**src/design/sleep_gating_reset_cause_ctl_map.svh**
```systemverilog
// register map, field positions, reset values and timing counts of the system control block
//
// Notes on behaviour
// - gating on and sleep enable clear: peripheral clock stops during processor sleep
// - run-enabled peripheral resumes on wake with its state untouched
// - gating off: sleep enables stay stored but are ignored in sleep
// - sleep-enabled peripheral keeps its clock and can wake the processor
// - gating off: every run-enabled peripheral stays clocked during processor sleep
// - processor stays halted in sleep until a wake event
// - pwm clock divides processor clock by 1..64 in powers of two; reads back
// - software reset resets everything and restores defaults except the cause record
// - software reset keeps old cause bits and adds the software bit
// - sticky cause bits for five reset kinds; external reset clears the rest
// - software clears any chosen subset of cause bits, others untouched
// - readable presence bit for each optional pin
// - readable total sram size in bytes
// - peripheral enable takes five cycles after the write
`ifndef SLEEP_GATING_RESET_CAUSE_CTL_MAP_SVH
`define SLEEP_GATING_RESET_CAUSE_CTL_MAP_SVH

// ----------------------------------------------------------------
// sizes
// ----------------------------------------------------------------
`define SC_N_PERIPH      24
`define SC_N_PIN         33
`define SC_N_CAUSE       5
`define SC_N_INT         3

// ----------------------------------------------------------------
// register byte offsets
// ----------------------------------------------------------------
`define SC_OFF_PIN_LO    8'h00
`define SC_OFF_PIN_HI    8'h04
`define SC_OFF_SRAM      8'h08
`define SC_OFF_RUN_EN    8'h0C
`define SC_OFF_SLEEP_EN  8'h10
`define SC_OFF_GATE      8'h14
`define SC_OFF_PWM_DIV   8'h18
`define SC_OFF_CAUSE     8'h1C
`define SC_OFF_SW_RESET  8'h20
`define SC_OFF_STATUS    8'h24
`define SC_OFF_INT_STAT  8'h28
`define SC_OFF_INT_MASK  8'h2C

// ----------------------------------------------------------------
// fields
// ----------------------------------------------------------------
`define SC_CAUSE_EXT     0
`define SC_CAUSE_POR     1
`define SC_CAUSE_BOR     2
`define SC_CAUSE_WDOG    3
`define SC_CAUSE_SW      4
`define SC_CAUSE_RESET   5'h02
`define SC_INT_WAKE      0
`define SC_INT_DIV       1
`define SC_INT_SETTLED   2
`define SC_STAT_SLEEP    0
`define SC_STAT_PENDING  1
`define SC_PWM_DIV_BY_1  3'h0
`define SC_PWM_DIV_BY_64 3'h6

// ----------------------------------------------------------------
// timing
// ----------------------------------------------------------------
`define SC_CLK_MHZ       25
`define SC_RUN_EN_DELAY  5
`define SC_SYS_RST_NS    320
`define SC_SYS_RST_CYC   ((`SC_SYS_RST_NS * `SC_CLK_MHZ + 999) / 1000)

`endif

```
**src/design/sleep_gating_reset_cause_ctl_pkg.sv**
```systemverilog
// types shared by the system control block
package sleep_gating_reset_cause_ctl_pkg;
  typedef enum logic {
    st_run,
    st_sleep
  } pm_state_t;
endpackage

```
**src/design/pwm_clock_divider.sv**
```systemverilog
// pwm clock enable divider with boundary-aligned ratio change
`timescale 1ns/1ps
`include "sleep_gating_reset_cause_ctl_map.svh"
module pwm_clock_divider (
  input  wire logic       i_sys_clk,
  input  wire logic       i_rst,
  input  wire logic       i_soft_rst,
  input  wire logic [2:0] i_sel,
  output logic      [2:0] o_applied_sel,
  output logic            o_applied,
  output logic            o_tick
);
  logic [5:0] cnt;
  logic [5:0] limit;

  assign limit = 6'((7'h01 << o_applied_sel) - 7'h01);

  // ----------------------------------------------------------------
  // divider
  // ----------------------------------------------------------------
  // a new ratio is only taken when the count wraps, so no short period
  always_ff @(posedge i_sys_clk or posedge i_rst) begin
    if (i_rst) begin
      cnt           <= 6'h00;
      o_applied_sel <= `SC_PWM_DIV_BY_1;
      o_applied     <= 1'b0;
      o_tick        <= 1'b0;
    end else if (i_soft_rst) begin
      cnt           <= 6'h00;
      o_applied_sel <= `SC_PWM_DIV_BY_1;
      o_applied     <= 1'b0;
      o_tick        <= 1'b0;
    end else if (cnt == limit) begin
      cnt           <= 6'h00;
      o_tick        <= 1'b1;
      o_applied_sel <= i_sel;
      o_applied     <= (i_sel != o_applied_sel);
    end else begin
      cnt       <= 6'(cnt + 6'h01);
      o_tick    <= 1'b0;
      o_applied <= 1'b0;
    end
  end
endmodule

```
**src/design/sleep_gating_reset_cause_ctl.sv**
```systemverilog
// system control: sleep clock gating, pwm clock divider, reset cause record, capability info
`timescale 1ns/1ps
`include "sleep_gating_reset_cause_ctl_map.svh"
module sleep_gating_reset_cause_ctl #(
  parameter logic [`SC_N_PIN-1:0] PIN_PRESENT = 33'h1_FFFF_FFFF,
  parameter logic [31:0]          SRAM_BYTES  = 32'h0000_2000
) (
  input  wire logic                     i_sys_clk,
  input  wire logic                     i_rst,
  input  wire logic                     i_psel,
  input  wire logic                     i_penable,
  input  wire logic                     i_pwrite,
  input  wire logic [7:0]               i_paddr,
  input  wire logic [31:0]              i_pwdata,
  output logic                          o_pready,
  output logic      [31:0]              o_prdata,
  output logic                          o_pslverr,
  input  wire logic                     i_sleep_req,
  input  wire logic [`SC_N_PERIPH-1:0]  i_wake,
  input  wire logic                     i_wdog_reset,
  input  wire logic                     i_bor_reset,
  input  wire logic                     i_ext_reset,
  output logic      [`SC_N_PERIPH-1:0]  o_periph_clk_en,
  output logic                          o_cpu_halt,
  output logic                          o_sys_reset,
  output logic                          o_pwm_clk_en,
  output logic                          o_irq
);
  localparam int NP = `SC_N_PERIPH;
  localparam int ND = `SC_RUN_EN_DELAY;

  sleep_gating_reset_cause_ctl_pkg::pm_state_t pm_state;

  logic [NP-1:0]            run_en;
  logic [NP-1:0]            run_stage [ND];
  logic [NP-1:0]            run_eff;
  logic [NP-1:0]            sleep_en;
  logic [NP-1:0]            sleep_mask;
  logic                     auto_gate;
  logic [2:0]               pwm_sel;
  logic [2:0]               pwm_applied_sel;
  logic                     pwm_applied;
  logic [`SC_N_CAUSE-1:0]   cause_rec;
  logic [`SC_N_CAUSE-1:0]   cause_set;
  logic [`SC_N_INT-1:0]     int_stat;
  logic [`SC_N_INT-1:0]     int_mask;
  logic [`SC_N_INT-1:0]     int_evt;
  logic [2:0]               pin_s1;
  logic [2:0]               pin_s2;
  logic [2:0]               pin_s3;
  logic                     wdog_evt;
  logic                     bor_evt;
  logic                     ext_evt;
  logic                     sw_req;
  logic                     dev_rst;
  logic [3:0]               rst_cnt;
  logic                     wake_hit;
  logic                     pending;
  logic                     pending_d;
  logic                     acc;
  logic                     wr;
  logic                     rd_setup;
  logic [31:0]              rd_mux;
  logic                     rd_hit;

  // ----------------------------------------------------------------
  // reset pin synchronisers
  // ----------------------------------------------------------------
  // the third stage only feeds the edge detect; stage one is read by stage two alone
  always_ff @(posedge i_sys_clk or posedge i_rst) begin
    if (i_rst) begin
      pin_s1 <= 3'h0;
      pin_s2 <= 3'h0;
      pin_s3 <= 3'h0;
    end else begin
      pin_s1 <= {i_ext_reset, i_bor_reset, i_wdog_reset};
      pin_s2 <= pin_s1;
      pin_s3 <= pin_s2;
    end
  end

  assign wdog_evt = pin_s2[0] & ~pin_s3[0];
  assign bor_evt  = pin_s2[1] & ~pin_s3[1];
  assign ext_evt  = pin_s2[2] & ~pin_s3[2];

  // ----------------------------------------------------------------
  // apb access
  // ----------------------------------------------------------------
  // one wait state so that read data and pready both leave flip-flops
  assign acc      = i_psel & i_penable & o_pready;
  assign wr       = acc & i_pwrite;
  assign rd_setup = i_psel & i_penable & ~o_pready & ~i_pwrite;
  assign sw_req   = wr && i_paddr == `SC_OFF_SW_RESET && i_pwdata[0];
  assign dev_rst  = sw_req | wdog_evt | bor_evt | ext_evt;

  always_comb begin
    rd_mux = 32'h0000_0000;
    rd_hit = 1'b1;
    case (i_paddr)
      `SC_OFF_PIN_LO:   rd_mux = PIN_PRESENT[31:0];
      `SC_OFF_PIN_HI:   rd_mux = {31'h0000_0000, PIN_PRESENT[32]};
      `SC_OFF_SRAM:     rd_mux = SRAM_BYTES;
      `SC_OFF_RUN_EN:   rd_mux = {8'h00, run_en};
      `SC_OFF_SLEEP_EN: rd_mux = {8'h00, sleep_en};
      `SC_OFF_GATE:     rd_mux = {31'h0000_0000, auto_gate};
      `SC_OFF_PWM_DIV:  rd_mux = {29'h0000_0000, pwm_sel};
      `SC_OFF_CAUSE:    rd_mux = {27'h0000_000, cause_rec};
      `SC_OFF_SW_RESET: rd_mux = 32'h0000_0000;
      `SC_OFF_STATUS:   rd_mux = {29'h0000_0000, pwm_applied_sel != pwm_sel, pending,
                                  pm_state == sleep_gating_reset_cause_ctl_pkg::st_sleep};
      `SC_OFF_INT_STAT: rd_mux = {29'h0000_0000, int_stat};
      `SC_OFF_INT_MASK: rd_mux = {29'h0000_0000, int_mask};
      default:          rd_hit = 1'b0;
    endcase
  end

  always_ff @(posedge i_sys_clk or posedge i_rst) begin
    if (i_rst) begin
      o_pready  <= 1'b0;
      o_prdata  <= 32'h0000_0000;
      o_pslverr <= 1'b0;
    end else begin
      o_pready  <= i_psel & i_penable & ~o_pready;
      o_prdata  <= rd_setup ? rd_mux : 32'h0000_0000;
      o_pslverr <= i_psel & i_penable & ~o_pready & ~rd_hit;
    end
  end

  // ----------------------------------------------------------------
  // configuration registers
  // ----------------------------------------------------------------
  // any device reset returns these to defaults; the cause record is kept apart
  always_ff @(posedge i_sys_clk or posedge i_rst) begin
    if (i_rst) begin
      run_en    <= '0;
      sleep_en  <= '0;
      auto_gate <= 1'b0;
      pwm_sel   <= `SC_PWM_DIV_BY_1;
      int_mask  <= '0;
    end else if (dev_rst) begin
      run_en    <= '0;
      sleep_en  <= '0;
      auto_gate <= 1'b0;
      pwm_sel   <= `SC_PWM_DIV_BY_1;
      int_mask  <= '0;
    end else if (wr && !o_sys_reset) begin
      case (i_paddr)
        `SC_OFF_RUN_EN:   run_en    <= i_pwdata[NP-1:0];
        `SC_OFF_SLEEP_EN: sleep_en  <= i_pwdata[NP-1:0];
        `SC_OFF_GATE:     auto_gate <= i_pwdata[0];
        `SC_OFF_PWM_DIV: begin
          if (i_pwdata[2:0] <= `SC_PWM_DIV_BY_64) begin
            pwm_sel <= i_pwdata[2:0];
          end
        end
        `SC_OFF_INT_MASK: int_mask <= i_pwdata[`SC_N_INT-1:0];
        default: ;
      endcase
    end
  end

  // ----------------------------------------------------------------
  // enable settling pipeline
  // ----------------------------------------------------------------
  // peripherals see a written enable only after the settling delay
  genvar g;
  generate
    for (g = 0; g < ND; g++) begin : g_stage
      always_ff @(posedge i_sys_clk or posedge i_rst) begin
        if (i_rst) begin
          run_stage[g] <= '0;
        end else if (dev_rst) begin
          run_stage[g] <= '0;
        end else begin
          run_stage[g] <= (g == 0) ? run_en : run_stage[(g == 0) ? 0 : g - 1];
        end
      end
    end
  endgenerate

  assign run_eff = run_stage[ND-1];
  assign pending = run_eff != run_en;

  // ----------------------------------------------------------------
  // sleep control
  // ----------------------------------------------------------------
  // gating off means every enabled peripheral keeps running and may wake
  assign sleep_mask = auto_gate ? sleep_en : '1;
  assign wake_hit   = |(i_wake & run_eff & sleep_mask);

  always_ff @(posedge i_sys_clk or posedge i_rst) begin
    if (i_rst) begin
      pm_state <= sleep_gating_reset_cause_ctl_pkg::st_run;
    end else if (dev_rst) begin
      pm_state <= sleep_gating_reset_cause_ctl_pkg::st_run;
    end else begin
      case (pm_state)
        sleep_gating_reset_cause_ctl_pkg::st_run: begin
          if (i_sleep_req && !wake_hit) begin
            pm_state <= sleep_gating_reset_cause_ctl_pkg::st_sleep;
          end
        end
        sleep_gating_reset_cause_ctl_pkg::st_sleep: begin
          if (wake_hit) begin
            pm_state <= sleep_gating_reset_cause_ctl_pkg::st_run;
          end
        end
        default: pm_state <= sleep_gating_reset_cause_ctl_pkg::st_run;
      endcase
    end
  end

  // clocks are only enabled, never reset, so a stopped peripheral keeps its state
  always_ff @(posedge i_sys_clk or posedge i_rst) begin
    if (i_rst) begin
      o_periph_clk_en <= '0;
      o_cpu_halt      <= 1'b0;
    end else begin
      if (pm_state == sleep_gating_reset_cause_ctl_pkg::st_sleep) begin
        o_periph_clk_en <= run_eff & sleep_mask;
      end else begin
        o_periph_clk_en <= run_eff;
      end
      o_cpu_halt <= pm_state == sleep_gating_reset_cause_ctl_pkg::st_sleep;
    end
  end

  // ----------------------------------------------------------------
  // device reset pulse
  // ----------------------------------------------------------------
  always_ff @(posedge i_sys_clk or posedge i_rst) begin
    if (i_rst) begin
      rst_cnt     <= 4'h0;
      o_sys_reset <= 1'b0;
    end else if (dev_rst) begin
      rst_cnt     <= 4'(`SC_SYS_RST_CYC - 1);
      o_sys_reset <= 1'b1;
    end else begin
      rst_cnt     <= (rst_cnt != 4'h0) ? 4'(rst_cnt - 4'h1) : 4'h0;
      o_sys_reset <= rst_cnt != 4'h0;
    end
  end

  // ----------------------------------------------------------------
  // reset cause record
  // ----------------------------------------------------------------
  // power-up marks the power-on bit; a set in the clearing cycle wins
  always_comb begin
    cause_set                  = '0;
    cause_set[`SC_CAUSE_SW]    = sw_req;
    cause_set[`SC_CAUSE_WDOG]  = wdog_evt;
    cause_set[`SC_CAUSE_BOR]   = bor_evt;
    cause_set[`SC_CAUSE_EXT]   = ext_evt;
  end

  always_ff @(posedge i_sys_clk or posedge i_rst) begin
    if (i_rst) begin
      cause_rec <= `SC_CAUSE_RESET;
    end else if (ext_evt) begin
      cause_rec <= cause_set;
    end else if (wr && i_paddr == `SC_OFF_CAUSE) begin
      cause_rec <= (cause_rec & ~i_pwdata[`SC_N_CAUSE-1:0]) | cause_set;
    end else begin
      cause_rec <= cause_rec | cause_set;
    end
  end

  // ----------------------------------------------------------------
  // interrupts
  // ----------------------------------------------------------------
  always_ff @(posedge i_sys_clk or posedge i_rst) begin
    if (i_rst) begin
      pending_d <= 1'b0;
    end else begin
      pending_d <= pending;
    end
  end

  always_comb begin
    int_evt                  = '0;
    int_evt[`SC_INT_WAKE]    = pm_state == sleep_gating_reset_cause_ctl_pkg::st_sleep
                               && wake_hit;
    int_evt[`SC_INT_DIV]     = pwm_applied;
    int_evt[`SC_INT_SETTLED] = pending_d & ~pending;
  end

  always_ff @(posedge i_sys_clk or posedge i_rst) begin
    if (i_rst) begin
      int_stat <= '0;
      o_irq    <= 1'b0;
    end else if (dev_rst) begin
      int_stat <= '0;
      o_irq    <= 1'b0;
    end else begin
      if (wr && i_paddr == `SC_OFF_INT_STAT) begin
        int_stat <= (int_stat & ~i_pwdata[`SC_N_INT-1:0]) | int_evt;
      end else begin
        int_stat <= int_stat | int_evt;
      end
      o_irq <= |(int_stat & int_mask);
    end
  end

  // ----------------------------------------------------------------
  // pwm clock
  // ----------------------------------------------------------------
  pwm_clock_divider u_pwm_div (
    .i_sys_clk     (i_sys_clk),
    .i_rst         (i_rst),
    .i_soft_rst    (dev_rst),
    .i_sel         (pwm_sel),
    .o_applied_sel (pwm_applied_sel),
    .o_applied     (pwm_applied),
    .o_tick        (o_pwm_clk_en)
  );
endmodule

```
**config.mk**
```make
export PLATFORM = sky130hd
export DESIGN_NAME = sleep_gating_reset_cause_ctl
export DESIGN_NICKNAME = d
export VERILOG_FILES = /design/src/design/sleep_gating_reset_cause_ctl_pkg.sv /design/src/design/pwm_clock_divider.sv /design/src/design/sleep_gating_reset_cause_ctl.sv
export VERILOG_INCLUDE_DIRS = /design/src /design/src/design
export SDC_FILE = /design/constraint.sdc
export NUM_CORES = 1
export LEC_CHECK = 0
export BUFFER_PORTS_ARGS = -buffer_cell sky130_fd_sc_hd__buf_2
export CAP_MARGIN = 20
export CELL_PAD_IN_SITES_DETAIL_PLACEMENT = 0
export CELL_PAD_IN_SITES_GLOBAL_PLACEMENT = 1
export CORE_UTILIZATION = 38
export DETAILED_ROUTE_END_ITERATION = 10
export PLACE_DENSITY = 0.73
export SETUP_SLACK_MARGIN = 0.02
export SLEW_MARGIN = 20
export SYNTH_ARGS = -nofsm -noshare
export SYNTH_HDL_FRONTEND = slang
export SYNTH_HIERARCHICAL = 1
export SYNTH_SLANG_ARGS = --single-unit
```
**constraint.sdc**
```tcl
create_clock -name i_sys_clk -period 11.6 [get_ports i_sys_clk]
set_input_delay 2.32 -clock i_sys_clk [delete_from_list [all_inputs] [get_ports i_sys_clk]]
set_output_delay 2.32 -clock i_sys_clk [all_outputs]
set_load 0.03 [all_outputs]
```
==> impl_metrics.csv <==
group,metric,value,unit
timing,setup_slack,6.99,ns
die,die_width,169,um
worst_hold_path,hold_class,"reg2reg",
die,dieArea,0.0284,mm^2
detailed_routing,viasPerCell,4.92,
timing,max-slew-margin-rel,0.288,
detailed_routing,wl,25400,um
clock_tree,cts_buffer_depth,3,
timing,holdWs,0.354,ns
synthesis,synthDistinctLibCells,56,
clock_tree,cts_buffers,27,
finish,layout.nets,1056,
synthesis,ys_warn_count,6,
clock_tree,clk_latency,0.53,ns
global_routing,grt_max_degree,131,
timing,worst_pin_slew,1.07,ns
worst_hold_path,min_path_cells,0,
setup_path,required,11.99,ns
die,core_area,0.0271,mm^2
placed_design,post-place-ws,6.46,ns
global_routing,grt.overflow.total,0,
clock_tree,post-cts-setup-buffer-count,0,
clock_tree,post_cts_resized,0,
setup_path,cp_max_fo,24,
detailed_routing,first_pass_iters,5,
die,initial_utilization,0.389,
placed_design,numPortBuffers,126,
timing,post-route-period-util,0.398,
status,status,"finished clean",
power_and_ir_drop,power_density,152,mW/mm^2
placed_design,gp_congestion,0.843,
synthesis,ys_seq_area_frac,0.624,
die,num_rows,60,
clock_tree,cts_hold_buf,0,
detailed_routing,avgRoutedWirePerCell,18.5,um
timing,clock_skew,0.0141,ns
detailed_routing,drt-initial-drc-count,585,
global_routing,grt_usage,0.183,
synthesis,ys_ff_latch,263,
timing,finalHoldViolCount,0,
synthesis,async_reset_ff_frac,1.00,
global_routing,grt_pass1_vias,6685,
detailed_routing,drcViolationCount,0,
power_and_ir_drop,max-vdd-ir-drop,83.5,uV
setup_path,r2r_cells,7,
timing,maxSlewViolCount,0,
timing,timing.fmax,217,MHz
timing,setup_viol,0,
flow_run,cap_violations,0,
setup_path,end_kind,"flip-flop",
global_routing,grt_pass1_wl,39600,um
die,ios,135,
clock_tree,htreeDepth,1,
timing,period_needed,4.61,ns
synthesis,synth_nets,948,
finish,final_cells,1373,
synthesis,syn_area_per_cell,12.1,um^2
finish,syn_to_final_growth,16.5,%
finish,drive_above_1_share,0.192,
clock_tree,clkTransAtPathRegs,0.06,ns
global_routing,antenna_found_initial,0,
clock_tree,cts_root_buf,"clkbuf_16",
die,die_h,169,um
placed_design,dp_cells,1324,
clock_tree,cts.sinks,263,
synthesis,synth_edf_count,0,
timing,rsz0062_at_grt,"no",
synthesis,syn_inst,873,
finish,fillers,2517,
detailed_routing,dr_total_vias,6757,
finish,diodes,0,
timing,tns,0,ns
detailed_routing,postRouteAntennaNets,0,
synthesis,ys.flop_type,"dfrtp_1",
setup_path,startpoint_type,"input port",
power_and_ir_drop,leakagePower,5.88,nW
synthesis,netlist_area,0.0105,mm^2
placed_design,hpwl,17300,um
clock_tree,tritoncts,"done",
setup_path,arrival,5.01,ns
setup_path,crit_type,"in2reg",
-- cell families (layout without fill, tap and decap cells) --
group / Yosys count / in the layout / synth area share
and+or+nand+nor: 329 / 329 / 0.174
DFF: 263 / 263 / 0.624
AOI/OAI and AO/OA: 119 / 119 / 0.0768
muxes: 62 / 62 / 0.0591
buffers and inverters: 61 / 189 / 0.0330
xor gates and xnor gates: 37 / 37 / 0.0307
adders and majority gates: 2 / 2 / 0.00237
-- registers in the layout (all words and copies together), names as in the netlist, 4 cells and up --
register and count:
cause_rec 5, sleep_en 24, o_periph_clk_en 24, run_en 24
run_eff 24, u_pwm_div/cnt 6, o_prdata 25, rst_cnt 4
run_stage 96
-- synth_stat cells (2+ instances only) --
library cell  instances  area share
and2_1              123       0.073
or3_1                 3      0.0018
xor2_1               14       0.012
nor3_1               15      0.0071
or4_1                 4      0.0028
ha_1                  2      0.0024
o211ai_1              8      0.0057
nor4b_1               4      0.0033
or4b_1                2      0.0019
a21oi_1              26       0.012
buf_4                16       0.011
nand4_1               7      0.0042
xnor2_1              23       0.019
nand3_1              11      0.0052
nor2_1               70       0.025
a211oi_1              2      0.0014
and2b_1               3      0.0021
and3_1                4      0.0024
a22oi_1              23       0.016
buf_6                 5      0.0053
clkbuf_1             16      0.0057
buf_2                 8      0.0038
mux2i_1              60       0.057
dfrtp_1             262        0.62
nand2_1              37       0.013
mux2_2                2      0.0021
nor3b_1               3      0.0021
o21a_1               24       0.017
nor2b_1              21       0.012
nand2b_1              8      0.0047
clkbuf_2              9      0.0043
o21ai_0               8      0.0038
a31oi_1               7      0.0042
nor4_1                6      0.0036
a31o_2                3      0.0025
inv_1                 6      0.0021
nand3b_1              2      0.0014
o22ai_1               8      0.0047
-- critical path: stages --
cell and delay [ns]:
buf_2 0.12, nor3_1 0.59, and4_1 0.95, nor2b_2 0.28, buf_4 0.40, mux2i_1 0.26
nor2_1 0.05
-- where the power goes --
part           total [W]  switching [W]  internal [W]
Sequential      0.000925     0.00000345      0.000922
Combinational  0.0000677      0.0000523     0.0000154
Clock           0.000870       0.000356      0.000515
Total            0.00186       0.000411       0.00145
-- path summary, 6_finish.rpt --
check,startpoint,end,slack [ns]
min in group asynchronous,i_rst,u_pwm_div/o_applied,1.83
hold / removal,pin_s1[1],pin_s2[1],0.35
setup / recovery,i_paddr[5],run_en[13],6.99
max in group asynchronous,i_rst,run_stage[85],8.33
setup reg to reg,u_pwm_div/o_applied_sel[1],u_pwm_div/o_applied,8.83
hold reg to reg,pin_s1[1],pin_s2[1],0.35
-- layout by cell type, fill, tap and decap left out, drive strengths merged, types with 11 or more instances in the layout --
cell type  synthesis  final
dfrtp            262    262
nor2b             21     21
nor2              70     70
a21oi             27     27
clkbuf            25     35
nand3             11     11
xnor2             23     23
a22oi             23     23
xor2              14     14
nor3              15     15
mux2i             60     60
and2             123    123
nand2             37     37
o21a              24     24
buf               29    133
-- metrics by stage --
| stage | instance area, um^2 | power (W) | utilization |
|---|---|---|---|
| 2_1_floorplan | 10500 | 0.000983 | - |
| 3_3_place_gp | 11400 | 0.00101 | 0.420 |
| 3_5_place_dp | 11400 | 0.00101 | 0.420 |
| 4_1_cts | 12300 | 0.00189 | 0.453 |
| 5_1_grt | 12300 | 0.00193 | 0.453 |
| 6_report | 12300 | 0.00186 | 0.453 |
-- per-layer routing --
metal  share of wire  GRT usage
met1            0.49      0.274
met2            0.45      0.276
met3           0.038     0.0217
met5               0          0
met4           0.028     0.0625
-- cell type report --
cell class                      instances  area [um^2]  share of cell area
Clock inverter                         14          158              0.0128
Sequential cell                       263         6580               0.536
Multi-Input combinational cell        549         3630               0.295
Tap cell                              372          465              0.0379
Inverter                                7         33.8             0.00275
Clock buffer                           35          736              0.0599
Timing Repair Buffer                  133          687              0.0559
No activity file was read; power rests on OpenSTA's default activity.
